`src/core/bus_matrix_pkg.sv`:
```
package bus_matrix_pkg;

   // ------------------------------------------------------------
   // port counts and widths
   // ------------------------------------------------------------
   localparam int NUM_MASTERS = 4;
   localparam int NUM_SLAVES = 5;
   localparam int ADDR_W = 32;
   localparam int DATA_W = 32;

   // ------------------------------------------------------------
   // master numbering
   // ------------------------------------------------------------
   localparam int M_CPU_INSTR_DATA = 0;
   localparam int M_CPU_SYSTEM = 1;
   localparam int M_PERIPHERAL_DMA = 2;
   localparam int M_CRC_CALC = 3;

   // ------------------------------------------------------------
   // slave numbering
   // ------------------------------------------------------------
   localparam int S_SRAM = 0;
   localparam int S_ROM = 1;
   localparam int S_FLASH = 2;
   localparam int S_EXT_BUS = 3;
   localparam int S_PERIPH_BRIDGE = 4;

   // ------------------------------------------------------------
   // address map, shared by every master decoder
   // ------------------------------------------------------------
   localparam logic [NUM_SLAVES-1:0][ADDR_W-1:0] SLAVE_BASE = {
      32'h6000_0000,   // peripheral bridge
      32'h4000_0000,   // external bus
      32'h0040_0000,
      32'h0080_0000,
      32'h2000_0000};
   localparam logic [NUM_SLAVES-1:0][ADDR_W-1:0] SLAVE_MASK = {
      32'he000_0000,
      32'he000_0000,
      32'hffe0_0000,
      32'hffc0_0000,
      32'he000_0000};

   // ------------------------------------------------------------
   // connectivity map, one bit per slave, index = master
   // ------------------------------------------------------------
   localparam logic [NUM_MASTERS-1:0][NUM_SLAVES-1:0] PATH_OK = {
      5'h0f,   // crc: sram, rom, flash, ext bus
      5'h1b,   // dma: sram, rom, ext bus, bridge
      5'h19,   // cpu system: sram, ext bus, bridge
      5'h06};  // cpu instr/data: rom, flash

   // ------------------------------------------------------------
   // arbiter states
   // ------------------------------------------------------------
   typedef enum logic {
      ARB_IDLE = 1'b0,
      ARB_BUSY = 1'b1
   } arb_state_t;

   // one-hot slave hit for an address
   function automatic logic [NUM_SLAVES-1:0] decode(input logic [ADDR_W-1:0] addr);
      logic [NUM_SLAVES-1:0] hit;
      hit = '0;
      for (int s = 0; s < NUM_SLAVES; s++)
      begin
         hit[s] = ((addr & SLAVE_MASK[s]) == SLAVE_BASE[s]);
      end
      return hit;
   endfunction : decode

endpackage : bus_matrix_pkg

```
`src/core/bus_matrix_four_by_five.sv`:
```
`timescale 1ns/10ps
`default_nettype none

// Function
// - Four masters may each run a transfer at once as long as each targets a free slave.
// - Every master port has its own address decoder and all decode addresses identically.
// - Masters are 0 cpu instr/data, 1 cpu system, 2 peripheral dma, 3 crc calculator.
// - Five slave ports each have an independent arbiter whose scheme may differ per slave.
// - Slaves are 0 sram, 1 rom, 2 flash, 3 external bus interface, 4 peripheral bridge.
// - Cpu instr/data reaches only rom and flash; cpu system only sram, ext bus and bridge.
// - Dma reaches all but flash; crc calculator reaches all but the peripheral bridge.
// - A path missing from the connectivity map can carry no transfer.
// - Peripherals behind the bridge run on the master clock that drives the matrix.
module bus_matrix_four_by_five #(
   parameter logic [bus_matrix_pkg::NUM_SLAVES-1:0] SLAVE_ROUND_ROBIN = 5'h00
) (
   // master clock and reset
   input wire logic clk_i,
   input wire logic rst_i,
   // master ports
   input wire logic [bus_matrix_pkg::NUM_MASTERS-1:0] m_req_i,
   input wire logic [bus_matrix_pkg::NUM_MASTERS-1:0][bus_matrix_pkg::ADDR_W-1:0] m_addr_i,
   input wire logic [bus_matrix_pkg::NUM_MASTERS-1:0] m_write_i,
   input wire logic [bus_matrix_pkg::NUM_MASTERS-1:0][bus_matrix_pkg::DATA_W-1:0] m_wdata_i,
   output logic [bus_matrix_pkg::NUM_MASTERS-1:0] m_done_o,
   output logic [bus_matrix_pkg::NUM_MASTERS-1:0] m_err_o,
   output logic [bus_matrix_pkg::NUM_MASTERS-1:0][bus_matrix_pkg::DATA_W-1:0] m_rdata_o,
   // slave ports
   output logic [bus_matrix_pkg::NUM_SLAVES-1:0] s_sel_o,
   output logic [bus_matrix_pkg::NUM_SLAVES-1:0][bus_matrix_pkg::ADDR_W-1:0] s_addr_o,
   output logic [bus_matrix_pkg::NUM_SLAVES-1:0] s_write_o,
   output logic [bus_matrix_pkg::NUM_SLAVES-1:0][bus_matrix_pkg::DATA_W-1:0] s_wdata_o,
   input wire logic [bus_matrix_pkg::NUM_SLAVES-1:0] s_ready_i,
   input wire logic [bus_matrix_pkg::NUM_SLAVES-1:0][bus_matrix_pkg::DATA_W-1:0] s_rdata_i
);

   localparam int NM = bus_matrix_pkg::NUM_MASTERS;
   localparam int NS = bus_matrix_pkg::NUM_SLAVES;

   logic [NM-1:0] active;
   logic [NM-1:0] pend;
   logic [NM-1:0][NS-1:0] hit;
   logic [NM-1:0] legal;
   logic [NS-1:0][NM-1:0] arb_req;
   logic [NS-1:0][NM-1:0] grant;
   logic [NS-1:0][NM-1:0] owner;
   logic [NS-1:0] busy;
   logic [NS-1:0] finish;
   logic [NM-1:0] served;
   logic [NM-1:0][bus_matrix_pkg::DATA_W-1:0] served_data;

   // ------------------------------------------------------------
   // per-master decoders
   // ------------------------------------------------------------
   // a master waiting for an answer, not yet served, not in its done cycle
   assign pend = m_req_i & ~active & ~m_done_o;

   always_comb
   begin
      for (int m = 0; m < NM; m++)
      begin
         // same shared decode function for every master
         hit[m] = bus_matrix_pkg::decode(m_addr_i[m]);
         // index m follows the fixed master numbering
         legal[m] = |(hit[m] & bus_matrix_pkg::PATH_OK[m]);
      end
   end

   // ------------------------------------------------------------
   // request routing to the slave arbiters
   // ------------------------------------------------------------
   always_comb
   begin
      for (int s = 0; s < NS; s++)
      begin
         for (int m = 0; m < NM; m++)
         begin
            // unwired paths never reach an arbiter
            arb_req[s][m] = pend[m] & hit[m][s] & bus_matrix_pkg::PATH_OK[m][s];
         end
         finish[s] = busy[s] & s_sel_o[s] & s_ready_i[s];
      end
   end

   // ------------------------------------------------------------
   // one arbiter per slave
   // ------------------------------------------------------------
   for (genvar s = 0; s < NS; s++)
   begin : g_arb
      // scheme chosen per slave
      slave_arbiter #(
         .NUM_REQ(NM),
         .ROUND_ROBIN(SLAVE_ROUND_ROBIN[s])
      ) u_arb (
         .clk_i(clk_i),
         .rst_i(rst_i),
         .req_i(arb_req[s]),
         .done_i(finish[s]),
         .grant_o(grant[s]),
         .owner_o(owner[s]),
         .busy_o(busy[s])
      );
   end

   // ------------------------------------------------------------
   // slave side: request forwarded from the granted master
   // ------------------------------------------------------------
   // slave index s follows the fixed slave numbering; the bridge port
   // toggles on clk_i like every other slave port
   always_ff @(posedge clk_i)
   begin
      if (rst_i)
      begin
         s_sel_o <= '0;
         s_addr_o <= '0;
         s_write_o <= '0;
         s_wdata_o <= '0;
      end
      else
      begin
         for (int s = 0; s < NS; s++)
         begin
            if (finish[s])
            begin
               s_sel_o[s] <= 1'b0;
            end
            for (int m = 0; m < NM; m++)
            begin
               if (grant[s][m])
               begin
                  s_sel_o[s] <= 1'b1;
                  s_addr_o[s] <= m_addr_i[m];
                  s_write_o[s] <= m_write_i[m];
                  s_wdata_o[s] <= m_wdata_i[m];
               end
            end
         end
      end
   end

   // ------------------------------------------------------------
   // master side: in-flight tracking
   // ------------------------------------------------------------
   always_ff @(posedge clk_i)
   begin
      if (rst_i)
      begin
         active <= '0;
      end
      else
      begin
         for (int m = 0; m < NM; m++)
         begin
            for (int s = 0; s < NS; s++)
            begin
               if (finish[s] && owner[s][m])
               begin
                  active[m] <= 1'b0;
               end
               if (grant[s][m])
               begin
                  active[m] <= 1'b1;
               end
            end
         end
      end
   end

   // ------------------------------------------------------------
   // master side: completion routed back from the owning slave
   // ------------------------------------------------------------
   always_comb
   begin
      served = '0;
      served_data = '0;
      for (int m = 0; m < NM; m++)
      begin
         for (int s = 0; s < NS; s++)
         begin
            // a master owns one slave at most, so or-ing the data is safe
            if (finish[s] && owner[s][m])
            begin
               served[m] = 1'b1;
               served_data[m] = served_data[m] | s_rdata_i[s];
            end
         end
      end
   end

   // ------------------------------------------------------------
   // master side: answers
   // ------------------------------------------------------------
   always_ff @(posedge clk_i)
   begin
      if (rst_i)
      begin
         m_done_o <= '0;
         m_err_o <= '0;
         m_rdata_o <= '0;
      end
      else
      begin
         for (int m = 0; m < NM; m++)
         begin
            m_done_o[m] <= 1'b0;
            m_err_o[m] <= 1'b0;
            // unmapped address or forbidden path ends at once with error
            if (pend[m] && !legal[m])
            begin
               m_done_o[m] <= 1'b1;
               m_err_o[m] <= 1'b1;
            end
            if (served[m])
            begin
               m_done_o[m] <= 1'b1;
               m_rdata_o[m] <= served_data[m];
            end
         end
      end
   end

endmodule : bus_matrix_four_by_five

`default_nettype wire

```
`src/core/slave_arbiter.sv`:
```
`timescale 1ns/10ps
`default_nettype none

module slave_arbiter #(
   parameter int NUM_REQ = 4,
   parameter bit ROUND_ROBIN = 1'b0
) (
   // clock and reset
   input wire logic clk_i,
   input wire logic rst_i,
   // requests and completion
   input wire logic [NUM_REQ-1:0] req_i,
   input wire logic done_i,
   // grant
   output logic [NUM_REQ-1:0] grant_o,
   output logic [NUM_REQ-1:0] owner_o,
   output logic busy_o
);

   bus_matrix_pkg::arb_state_t state;
   logic [NUM_REQ-1:0] owner;
   logic [NUM_REQ-1:0] last;
   logic [NUM_REQ-1:0] winner;

   // ------------------------------------------------------------
   // winner selection: fixed low-index first, or rotating
   // ------------------------------------------------------------
   always_comb
   begin
      int idx;
      winner = '0;
      idx = 0;
      for (int k = NUM_REQ - 1; k >= 0; k--)
      begin
         if (ROUND_ROBIN)
         begin
            idx = 0;
            for (int j = 0; j < NUM_REQ; j++)
            begin
               if (last[j])
               begin
                  idx = j;
               end
            end
            idx = (idx + 1 + k) % NUM_REQ;
         end
         else
         begin
            idx = k;
         end
         if (req_i[idx])
         begin
            winner = '0;
            winner[idx] = 1'b1;
         end
      end
   end

   // only one grant while idle
   assign grant_o = (state == bus_matrix_pkg::ARB_IDLE) ? winner : '0;
   assign owner_o = owner;
   assign busy_o = (state == bus_matrix_pkg::ARB_BUSY);

   // ------------------------------------------------------------
   // ownership held until the transfer completes
   // ------------------------------------------------------------
   always_ff @(posedge clk_i)
   begin
      if (rst_i)
      begin
         state <= bus_matrix_pkg::ARB_IDLE;
         owner <= '0;
         last <= '0;
      end
      else
      begin
         case (state)
            bus_matrix_pkg::ARB_IDLE:
            begin
               if (|winner)
               begin
                  state <= bus_matrix_pkg::ARB_BUSY;
                  owner <= winner;
                  last <= winner;
               end
            end
            bus_matrix_pkg::ARB_BUSY:
            begin
               if (done_i)
               begin
                  state <= bus_matrix_pkg::ARB_IDLE;
                  owner <= '0;
               end
            end
            default:
            begin
               state <= bus_matrix_pkg::ARB_IDLE;
               owner <= '0;
            end
         endcase
      end
   end

endmodule : slave_arbiter

`default_nettype wire

```
`config.mk`:
```
export PLATFORM = sky130hd
export DESIGN_NAME = bus_matrix_four_by_five
export DESIGN_NICKNAME = d
export VERILOG_FILES = /design/src/core/bus_matrix_pkg.sv /design/src/core/bus_matrix_four_by_five.sv /design/src/core/slave_arbiter.sv
export SDC_FILE = /design/constraint.sdc
export NUM_CORES = 1
export LEC_CHECK = 0
export BUFFER_PORTS_ARGS = -buffer_cell sky130_fd_sc_hd__buf_2
export CORE_AREA = 2 2 354 356
export DETAILED_ROUTE_END_ITERATION = 12
export DIE_AREA = 0 0 356 358
export GPL_ROUTABILITY_DRIVEN = 0
export PLACE_DENSITY = 0.35
export SETUP_SLACK_MARGIN = 0.05
export SLEW_MARGIN = 0
export SYNTH_ARGS = -nofsm -noshare
export SYNTH_HDL_FRONTEND = slang
export SYNTH_SLANG_ARGS = --single-unit
```
`constraint.sdc`:
```
create_clock -name clk_i -period 6.7 [get_ports clk_i]
set_input_delay 1.34 -clock clk_i [delete_from_list [all_inputs] [get_ports clk_i]]
set_output_delay 1.34 -clock clk_i [all_outputs]
set_load 0.01 [all_outputs]
```
; After elaboration in Yosys (flattened, before gate mapping)
; Index checks and enable logic that the tools add are counted.
[word_totals]
regBits = 495
out_inout_bits = 466
wordCells = 388
[classes]
n_eq_ne = 23
mux = 221
bitwise = 48
n_reduce_logical = 56
[op_table]
columns = cell, n
row1 = $mux W32, 60
row2 = $or A32 B32 Y32, 16
row3 = $mux W1, 123
row4 = $mux W4, 27
row5 = $pmux W4 S2, 5
row6 = $reduce_bool A10 Y1, 4
row7 = $eq A10 B2 Y1 const B, 3
row8 = $reduce_or A4 Y1, 7
row9 = $reduce_bool A5 Y1, 5
row10 = $logic_and A1 B1 Y1, 24
row11 = $and A1 B1 Y1, 23
row12 = $eq A11 B2 Y1 const B, 2
row13 = $reduce_bool A4 Y1, 5
row14 = $eq A3 B2 Y1 const B, 5
row15 = $ne A2 B1 Y1 const B, 5
row16 = $ne A2 B2 Y1 const B, 5
row17 = $pmux W1 S2, 5
row18 = $reduce_and A2 Y1, 5
row19 = $eq A3 B1 Y1 const B, 3
row20 = $and A4 B4 Y4, 2
row21 = $not A4 Y4, 2
row22 = $not A1 Y1, 5
row23 = $logic_not A1 Y1, 4
row24 = $mux W3, 1
row25 = 2 further kinds, 2

; Depth between registers and ports, before layout
[logic_depth]
ltp_word = 17
ltp_mapped = 8
ltp_nobuf = 5

; Modules after synthesis
; From an unflattened synthesis, not the netlist that was laid out.
[unflattened]
cells_unflattened = 3889
hier_area_um2 = 32467.4
[by_module_without_submodules]
columns = mod, n_inst, cells_each, area_each_um2, seq_area_each_um2
row1 = bus_matrix_four_by_five, 1, 3740, 31271.2, 9409.0
row2 = slave_arbiter at g_arb[1].u_arb ..., 4, 30, 240.2, 100.1
row3 = slave_arbiter at g_arb[0].u_arb, 1, 29, 235.2, 100.1

; Worst setup path after synthesis
; Ideal clock, no wire load.
[synth_timing]
path_kind = input -> register
startpoint = input m_addr_i[124] (netlist name)
endpoint = register s_addr_o[34] (netlist name)
setup_ns = 0.122
arrival_ns = 3.148
t_required_ns = 6.578
setup_slack_ns = 3.430
path_stages = 7
path_buffers = 2
cell_sequence = or4_1 or4_1 or2_1 buf_2 clkbuf_1 o21ai_0 a21oi_1
[synth_via]
elab_chain_len = 7
word_cells_on_any_way = 8
classes_between = eq/ne (1) / mux (5) / bitwise (1) / reduce/logical (1)
[synth_lines]
columns = item, line
row1 = start: declaration, bus_matrix_four_by_five.sv:22  ; input wire logic [bus_matrix_pkg::NUM_MASTERS-1:0][bus_matrix_pkg::ADDR_W-1:0] m_addr_i,
row2 = $eq A10 B2 Y1 (*), bus_matrix_pkg.sv:67  ; hit[s] = ((addr & SLAVE_MASK[s]) == SLAVE_BASE[s]);
row3 = $and A1 B1 Y1 (*), bus_matrix_four_by_five.sv:79  ; arb_req[s][m] = pend[m] & hit[m][s] & bus_matrix_pkg::PATH_OK[m][s];
row4 = $mux W4 (*) (3 in a row), slave_arbiter.sv:51  ; if (req_i[idx])
row5 = $mux W4 (*), slave_arbiter.sv:60  ; assign grant_o = (state == bus_matrix_pkg::ARB_IDLE) ? winner : '0;
row6 = $reduce_bool A4 Y1 (no source line) / $mux W32 (equally long branches), -
row7 = end signal: indexed assignment, bus_matrix_four_by_five.sv:132  ; s_addr_o[s] <= m_addr_i[m];
row8 = end: declaration, bus_matrix_four_by_five.sv:30  ; output logic [bus_matrix_pkg::NUM_SLAVES-1:0][bus_matrix_pkg::ADDR_W-1:0] s_addr_o,
; Mark *: on every way between the ends. The rest lies on a longest branch, timed or not.
; A chain may end at the register's enable or synchronous reset.

; Worst setup path in the final report
[layout_timing]
startpoint = input m_req_i[3] (netlist name)
endpoint = register s_wdata_o[111] (netlist name)
[layout_via]
elab_chain_len = 8
word_cells_on_any_way = 9
classes_between = mux (5) / bitwise (3) / reduce/logical (1)
[layout_lines]
columns = item, line
row1 = start: declaration, bus_matrix_four_by_five.sv:21  ; input wire logic [bus_matrix_pkg::NUM_MASTERS-1:0] m_req_i,
row2 = $and A4 B4 Y4 (*) (2 in a row), bus_matrix_four_by_five.sv:56  ; assign pend = m_req_i & ~active & ~m_done_o;
row3 = $and A1 B1 Y1 (*), bus_matrix_four_by_five.sv:79
row4 = $mux W4 (*) (3 in a row), slave_arbiter.sv:51
row5 = $mux W4 (*), slave_arbiter.sv:60
row6 = $reduce_bool A4 Y1 (no source line) / $mux W32 (equally long branches), -
row7 = end signal: indexed assignment, bus_matrix_four_by_five.sv:134  ; s_wdata_o[s] <= m_wdata_i[m];
row8 = end: declaration, bus_matrix_four_by_five.sv:32  ; output logic [bus_matrix_pkg::NUM_SLAVES-1:0][bus_matrix_pkg::DATA_W-1:0] s_wdata_o,
; Marks and branches as above.

==> Flow_metrics.wiki <==
{| class="wikitable"
! Metric !! Value
|-
| Run status || completed
|-
| Top-level I/O count || approximately 900
|-
| Leftover overflow at the end of global routing || 0
|-
| Yosys top cell area share || 41.0%
|-
| Total chip power || 7780 uW
|-
| Post-layout min period || 3900 ps
|-
| Switching pwr || 2230 uW
|-
| Vias post-DR || 27700
|-
| Synth Cell Area || roughly 24000 um^2
|-
| Endpoint class of the critical path || flop
|-
| Count of non-filler cells in the finished layout || 5316
|-
| Final HPWL from detailed placement || 111000 um
|-
| Most common library cell in the layout ignoring fill and taps || buf_2
|-
| Slack of the critical path || 2800 ps
|-
| Starting DRT DRC Count || 2713
|-
| Required time of the critical path || 7260 ps
|-
| Yosys reg bits || about 490
|-
| Number of buffer and inverter stages on the critical path || 2
|-
| Final Hold Fails || 0
|-
| Number of vias per cell || 5.20
|-
| Net count of the mapped netlist || 3295
|-
| Length of the first detailed-routing pass in iterations || 7
|-
| Internal power || 5550 uW
|-
| First-pass GRT wire length || 221000 um
|-
| Vert. Die Dim || 358 um
|-
| Fraction of layout cells with a size suffix above 1 || roughly a third
|-
| Worst Tran Pin Value || approximately 1200 ps
|-
| Largest area contributor in the synthesized netlist || dfxtp_1
|-
| Clock transition time at the flip-flop clock pins of the worst setup and hold paths || roughly 60 ps
|-
| Final number of max-transition violations || 0
|-
| Via count of the first global-routing pass || 26700
|-
| Area grow syn2layout || 36.2%
|-
| Arrival time at the worst endpoint || roughly 4500 ps
|-
| F_max || 256 MHz
|-
| Wire length after detailed routing || 162000 um
|-
| Total number of clock tree sinks || 488
|-
| Number of max-cap violations || 0
|-
| Unrepaired setup endpoints after global routing || no
|-
| Global-route total usage across every layer || 24.1%
|-
| Placeable core region || 123000 um^2
|-
| Peak supply drop || approximately 0.15 mV
|-
| Number of buffers on the longest clock path || 3
|-
| Remaining max-slew budget at the tightest pin || 21.8%
|-
| Sequential share of the synthesized area || 41.0%
|-
| Count of nets after finishing || a little over 4000
|-
| Post-detailed-route count of antenna-violating nets || 0
|-
| Post-placement cell count || 5179
|-
| Min-delay worst type || flop to flop
|-
| Synth Warn # || 0
|-
| Initial core utilization || around a fifth
|-
| Top library cells by usage in the layout, fill and taps aside || buf_2 (895), dfxtp_1 (487), o21ai_0 (303)
|-
| Ys async rst share || 0%
|-
| Gates resized, CTS repair || 0
|-
| I/O Buffers || 896
|-
| Non-Filler Cell Area, Final || 32400 um^2
|-
| Fraction of power consumed by the clock network || about half
|-
| Top delay family on crit path || simple AND/OR/NAND/NOR gates
|-
| Total setup violations reported at the end of the flow || 0
|-
| Master cell of the clock root buffer || clkbuf_16
|-
| CP startpoint kind || input pin
|-
| Clock latency of the later-clocked register in the worst-skew pair || 650 ps
|-
| CTS tree || built
|-
| Final routed wire length divided by cell count || a little over 30 um
|-
| Initial antenna violation count || 39
|-
| Primary FF master, synth || dfxtp_1
|-
| Die ar. || about 130000 um^2
|-
| Number of enable flip-flop cells after synthesis || 0
|-
| # DRC || 0
|-
| Net Sw Frac || between 20 and 30%
|-
| Largest net degree at the start of global routing || 136
|-
| Placed cell areas || 30100 um^2
|-
| H-tree depth reported by CTS || 3
|-
| Largest cells by area after synthesis || dfxtp_1 (41%), o21ai_0 (6.4%), a21oi_1 (5.3%)
|-
| Sequential cell fraction of total power || between 30 and 40%
|-
| Combinational fraction of design power || 11.5%
|-
| Reported leakage power || 0.0130 uW
|-
| Final setup skew || 29.0 ps
|-
| Number of library cell types mapped by synthesis || 65
|-
| Post-CTS setup buffer count || 0
|-
| Number of buffers created by CTS || 70
|-
| Mean cell area of the mapped netlist || approximately 8.3 um^2
|-
| Maximum single-stage delay on the critical path || 960 ps
|-
| Critical path cell sequence || buf_2 > nor3b_1 > and4_1 > and3_4 > buf_4 > nand2_1 > a311oi_2
|-
| Crit path max-delay cell type || and4_1
|-
| Dpl ws || approximately 2200 ps
|-
| Cell row count || between 100 and 150
|-
| Post-CTS Hold Buffers || 0
|-
| Maximum fanout count along the critical path || 37
|-
| Post-synthesis instance total || 2864
|-
| P per Cell Area || 240 nW/um^2
|-
| Fill cell total of the finished layout || around 14000
|-
| WS Path Type || input pin to flop
|-
| Final TNS setup || 0 ps
|-
| Horiz. Die Dim || 356 um
|-
| Final cycle utilization of the critical path || 58.2%
|}
-- stage by stage --
step / utilization [%] / hold slack, ps
2_1_floorplan: - / 432
3_3_place_gp: 24.4 / 431
3_5_place_dp: 24.4 / 434
4_1_cts: 26.3 / 443
5_1_grt: 26.3 / 456
6_report: 26.3 / 444
-- area by class of cell --
cell class                 instances  area [um^2]  share of cell area [%]
antenna                           13         32.5                   0.100
clock buffer                     104         2090                    6.45
timing repair buffer             968         5100                    15.7
multi-input combinational       2074        13100                    40.4
tap                             1637         2050                    6.31
inverter                          12         52.6                   0.162
clock inverter                    20          246                   0.760
sequential                       488         9770                    30.1
-- registers in the layout, indices dropped and copies added (netlist names) --
| name | count |
|---|---|
| m_rdata_o | 128 |
| s_addr_o | 160 |
| m_done_o | 4 |
| active | 4 |
| s_sel_o | 5 |
| m_err_o | 4 |
| s_write_o | 5 |
| s_wdata_o | 160 |
| g_arb.u_arb.busy_o | 5 |
| g_arb.u_arb.owner_o | 13 |
-- worst min-delay path, stage by stage (launching register included) --
cell,delay [ps]
dfxtp_1,300
inv_1,50
a21oi_1,50
-- power groups by stage --
stage          registers, uW  clock network [uW]  logic [uW]
6_report                3000                3880         897
2_1_floorplan           3080                   0         331
3_3_place_gp            3060                   0         900
3_5_place_dp            3060                   0         896
5_1_grt                 3010                4100         948
4_1_cts                 3000                4000         899
-- synth_stat cells (3+ instances only) --
| master | number |
|---|---|
| mux2_2 | 61 |
| nor4_2 | 3 |
| o21ai_1 | 48 |
| a31oi_1 | 65 |
| and2_1 | 30 |
| a222oi_1 | 85 |
| clkbuf_1 | 252 |
| or2_2 | 3 |
| inv_1 | 11 |
| or4_1 | 5 |
| nor4_1 | 9 |
| buf_1 | 9 |
| dfxtp_1 | 488 |
| nor3b_1 | 9 |
| a311oi_2 | 8 |
| o21ai_0 | 304 |
| nor2b_1 | 3 |
| a22oi_1 | 160 |
| nand2_1 | 236 |
| buf_4 | 4 |
| nor2_1 | 145 |
| o211ai_1 | 66 |
| nand2b_1 | 8 |
| nor3_1 | 75 |
| a22o_1 | 62 |
| a211oi_1 | 64 |
| mux2i_1 | 118 |
| a311o_1 | 8 |
| nand3_1 | 127 |
| o21bai_1 | 6 |
| a21oi_1 | 254 |
| and3_1 | 71 |
| buf_2 | 23 |
| nand4_1 | 5 |
-- per-layer routing --
layer	vias up	wire [um]	global-route usage (%)
met5	-	168	0
met4	28	5130	8.03
met3	257	12300	5.47
met2	1257	78200	40.7
met1	13800	66700	30.1
li1	12300	-	-
-- worst paths after layout --
check | from | endpoint | slack (ps) | cells past startpoint
hold / removal | s_addr_o[158] | s_addr_o[158] | 440 | 2
setup / recovery | m_req_i[3] | s_wdata_o[111] | 2800 | 7
setup reg to reg | active[3] | s_wdata_o[111] | 3180 | 6
hold reg to reg | s_addr_o[158] | s_addr_o[158] | 440 | 2
-- cell families (layout without fill, tap and decap cells) --
| family | count (synthesis) | in the layout | synth area share [%] |
|---|---|---|---|
| and+or+nand+nor | 749 | 749 | 15.0 |
| muxes | 179 | 179 | 7.84 |
| DFF | 488 | 488 | 41.0 |
| xor gates and xnor gates | 1 | 1 | 0.0368 |
| AOI/OAI and AO/OA | 1145 | 1145 | 31.1 |
| buffers and inverters | 302 | 1104 | 5.01 |
| other | 0 | 13 | 0 |
Power figures use the tool's default switching activity.
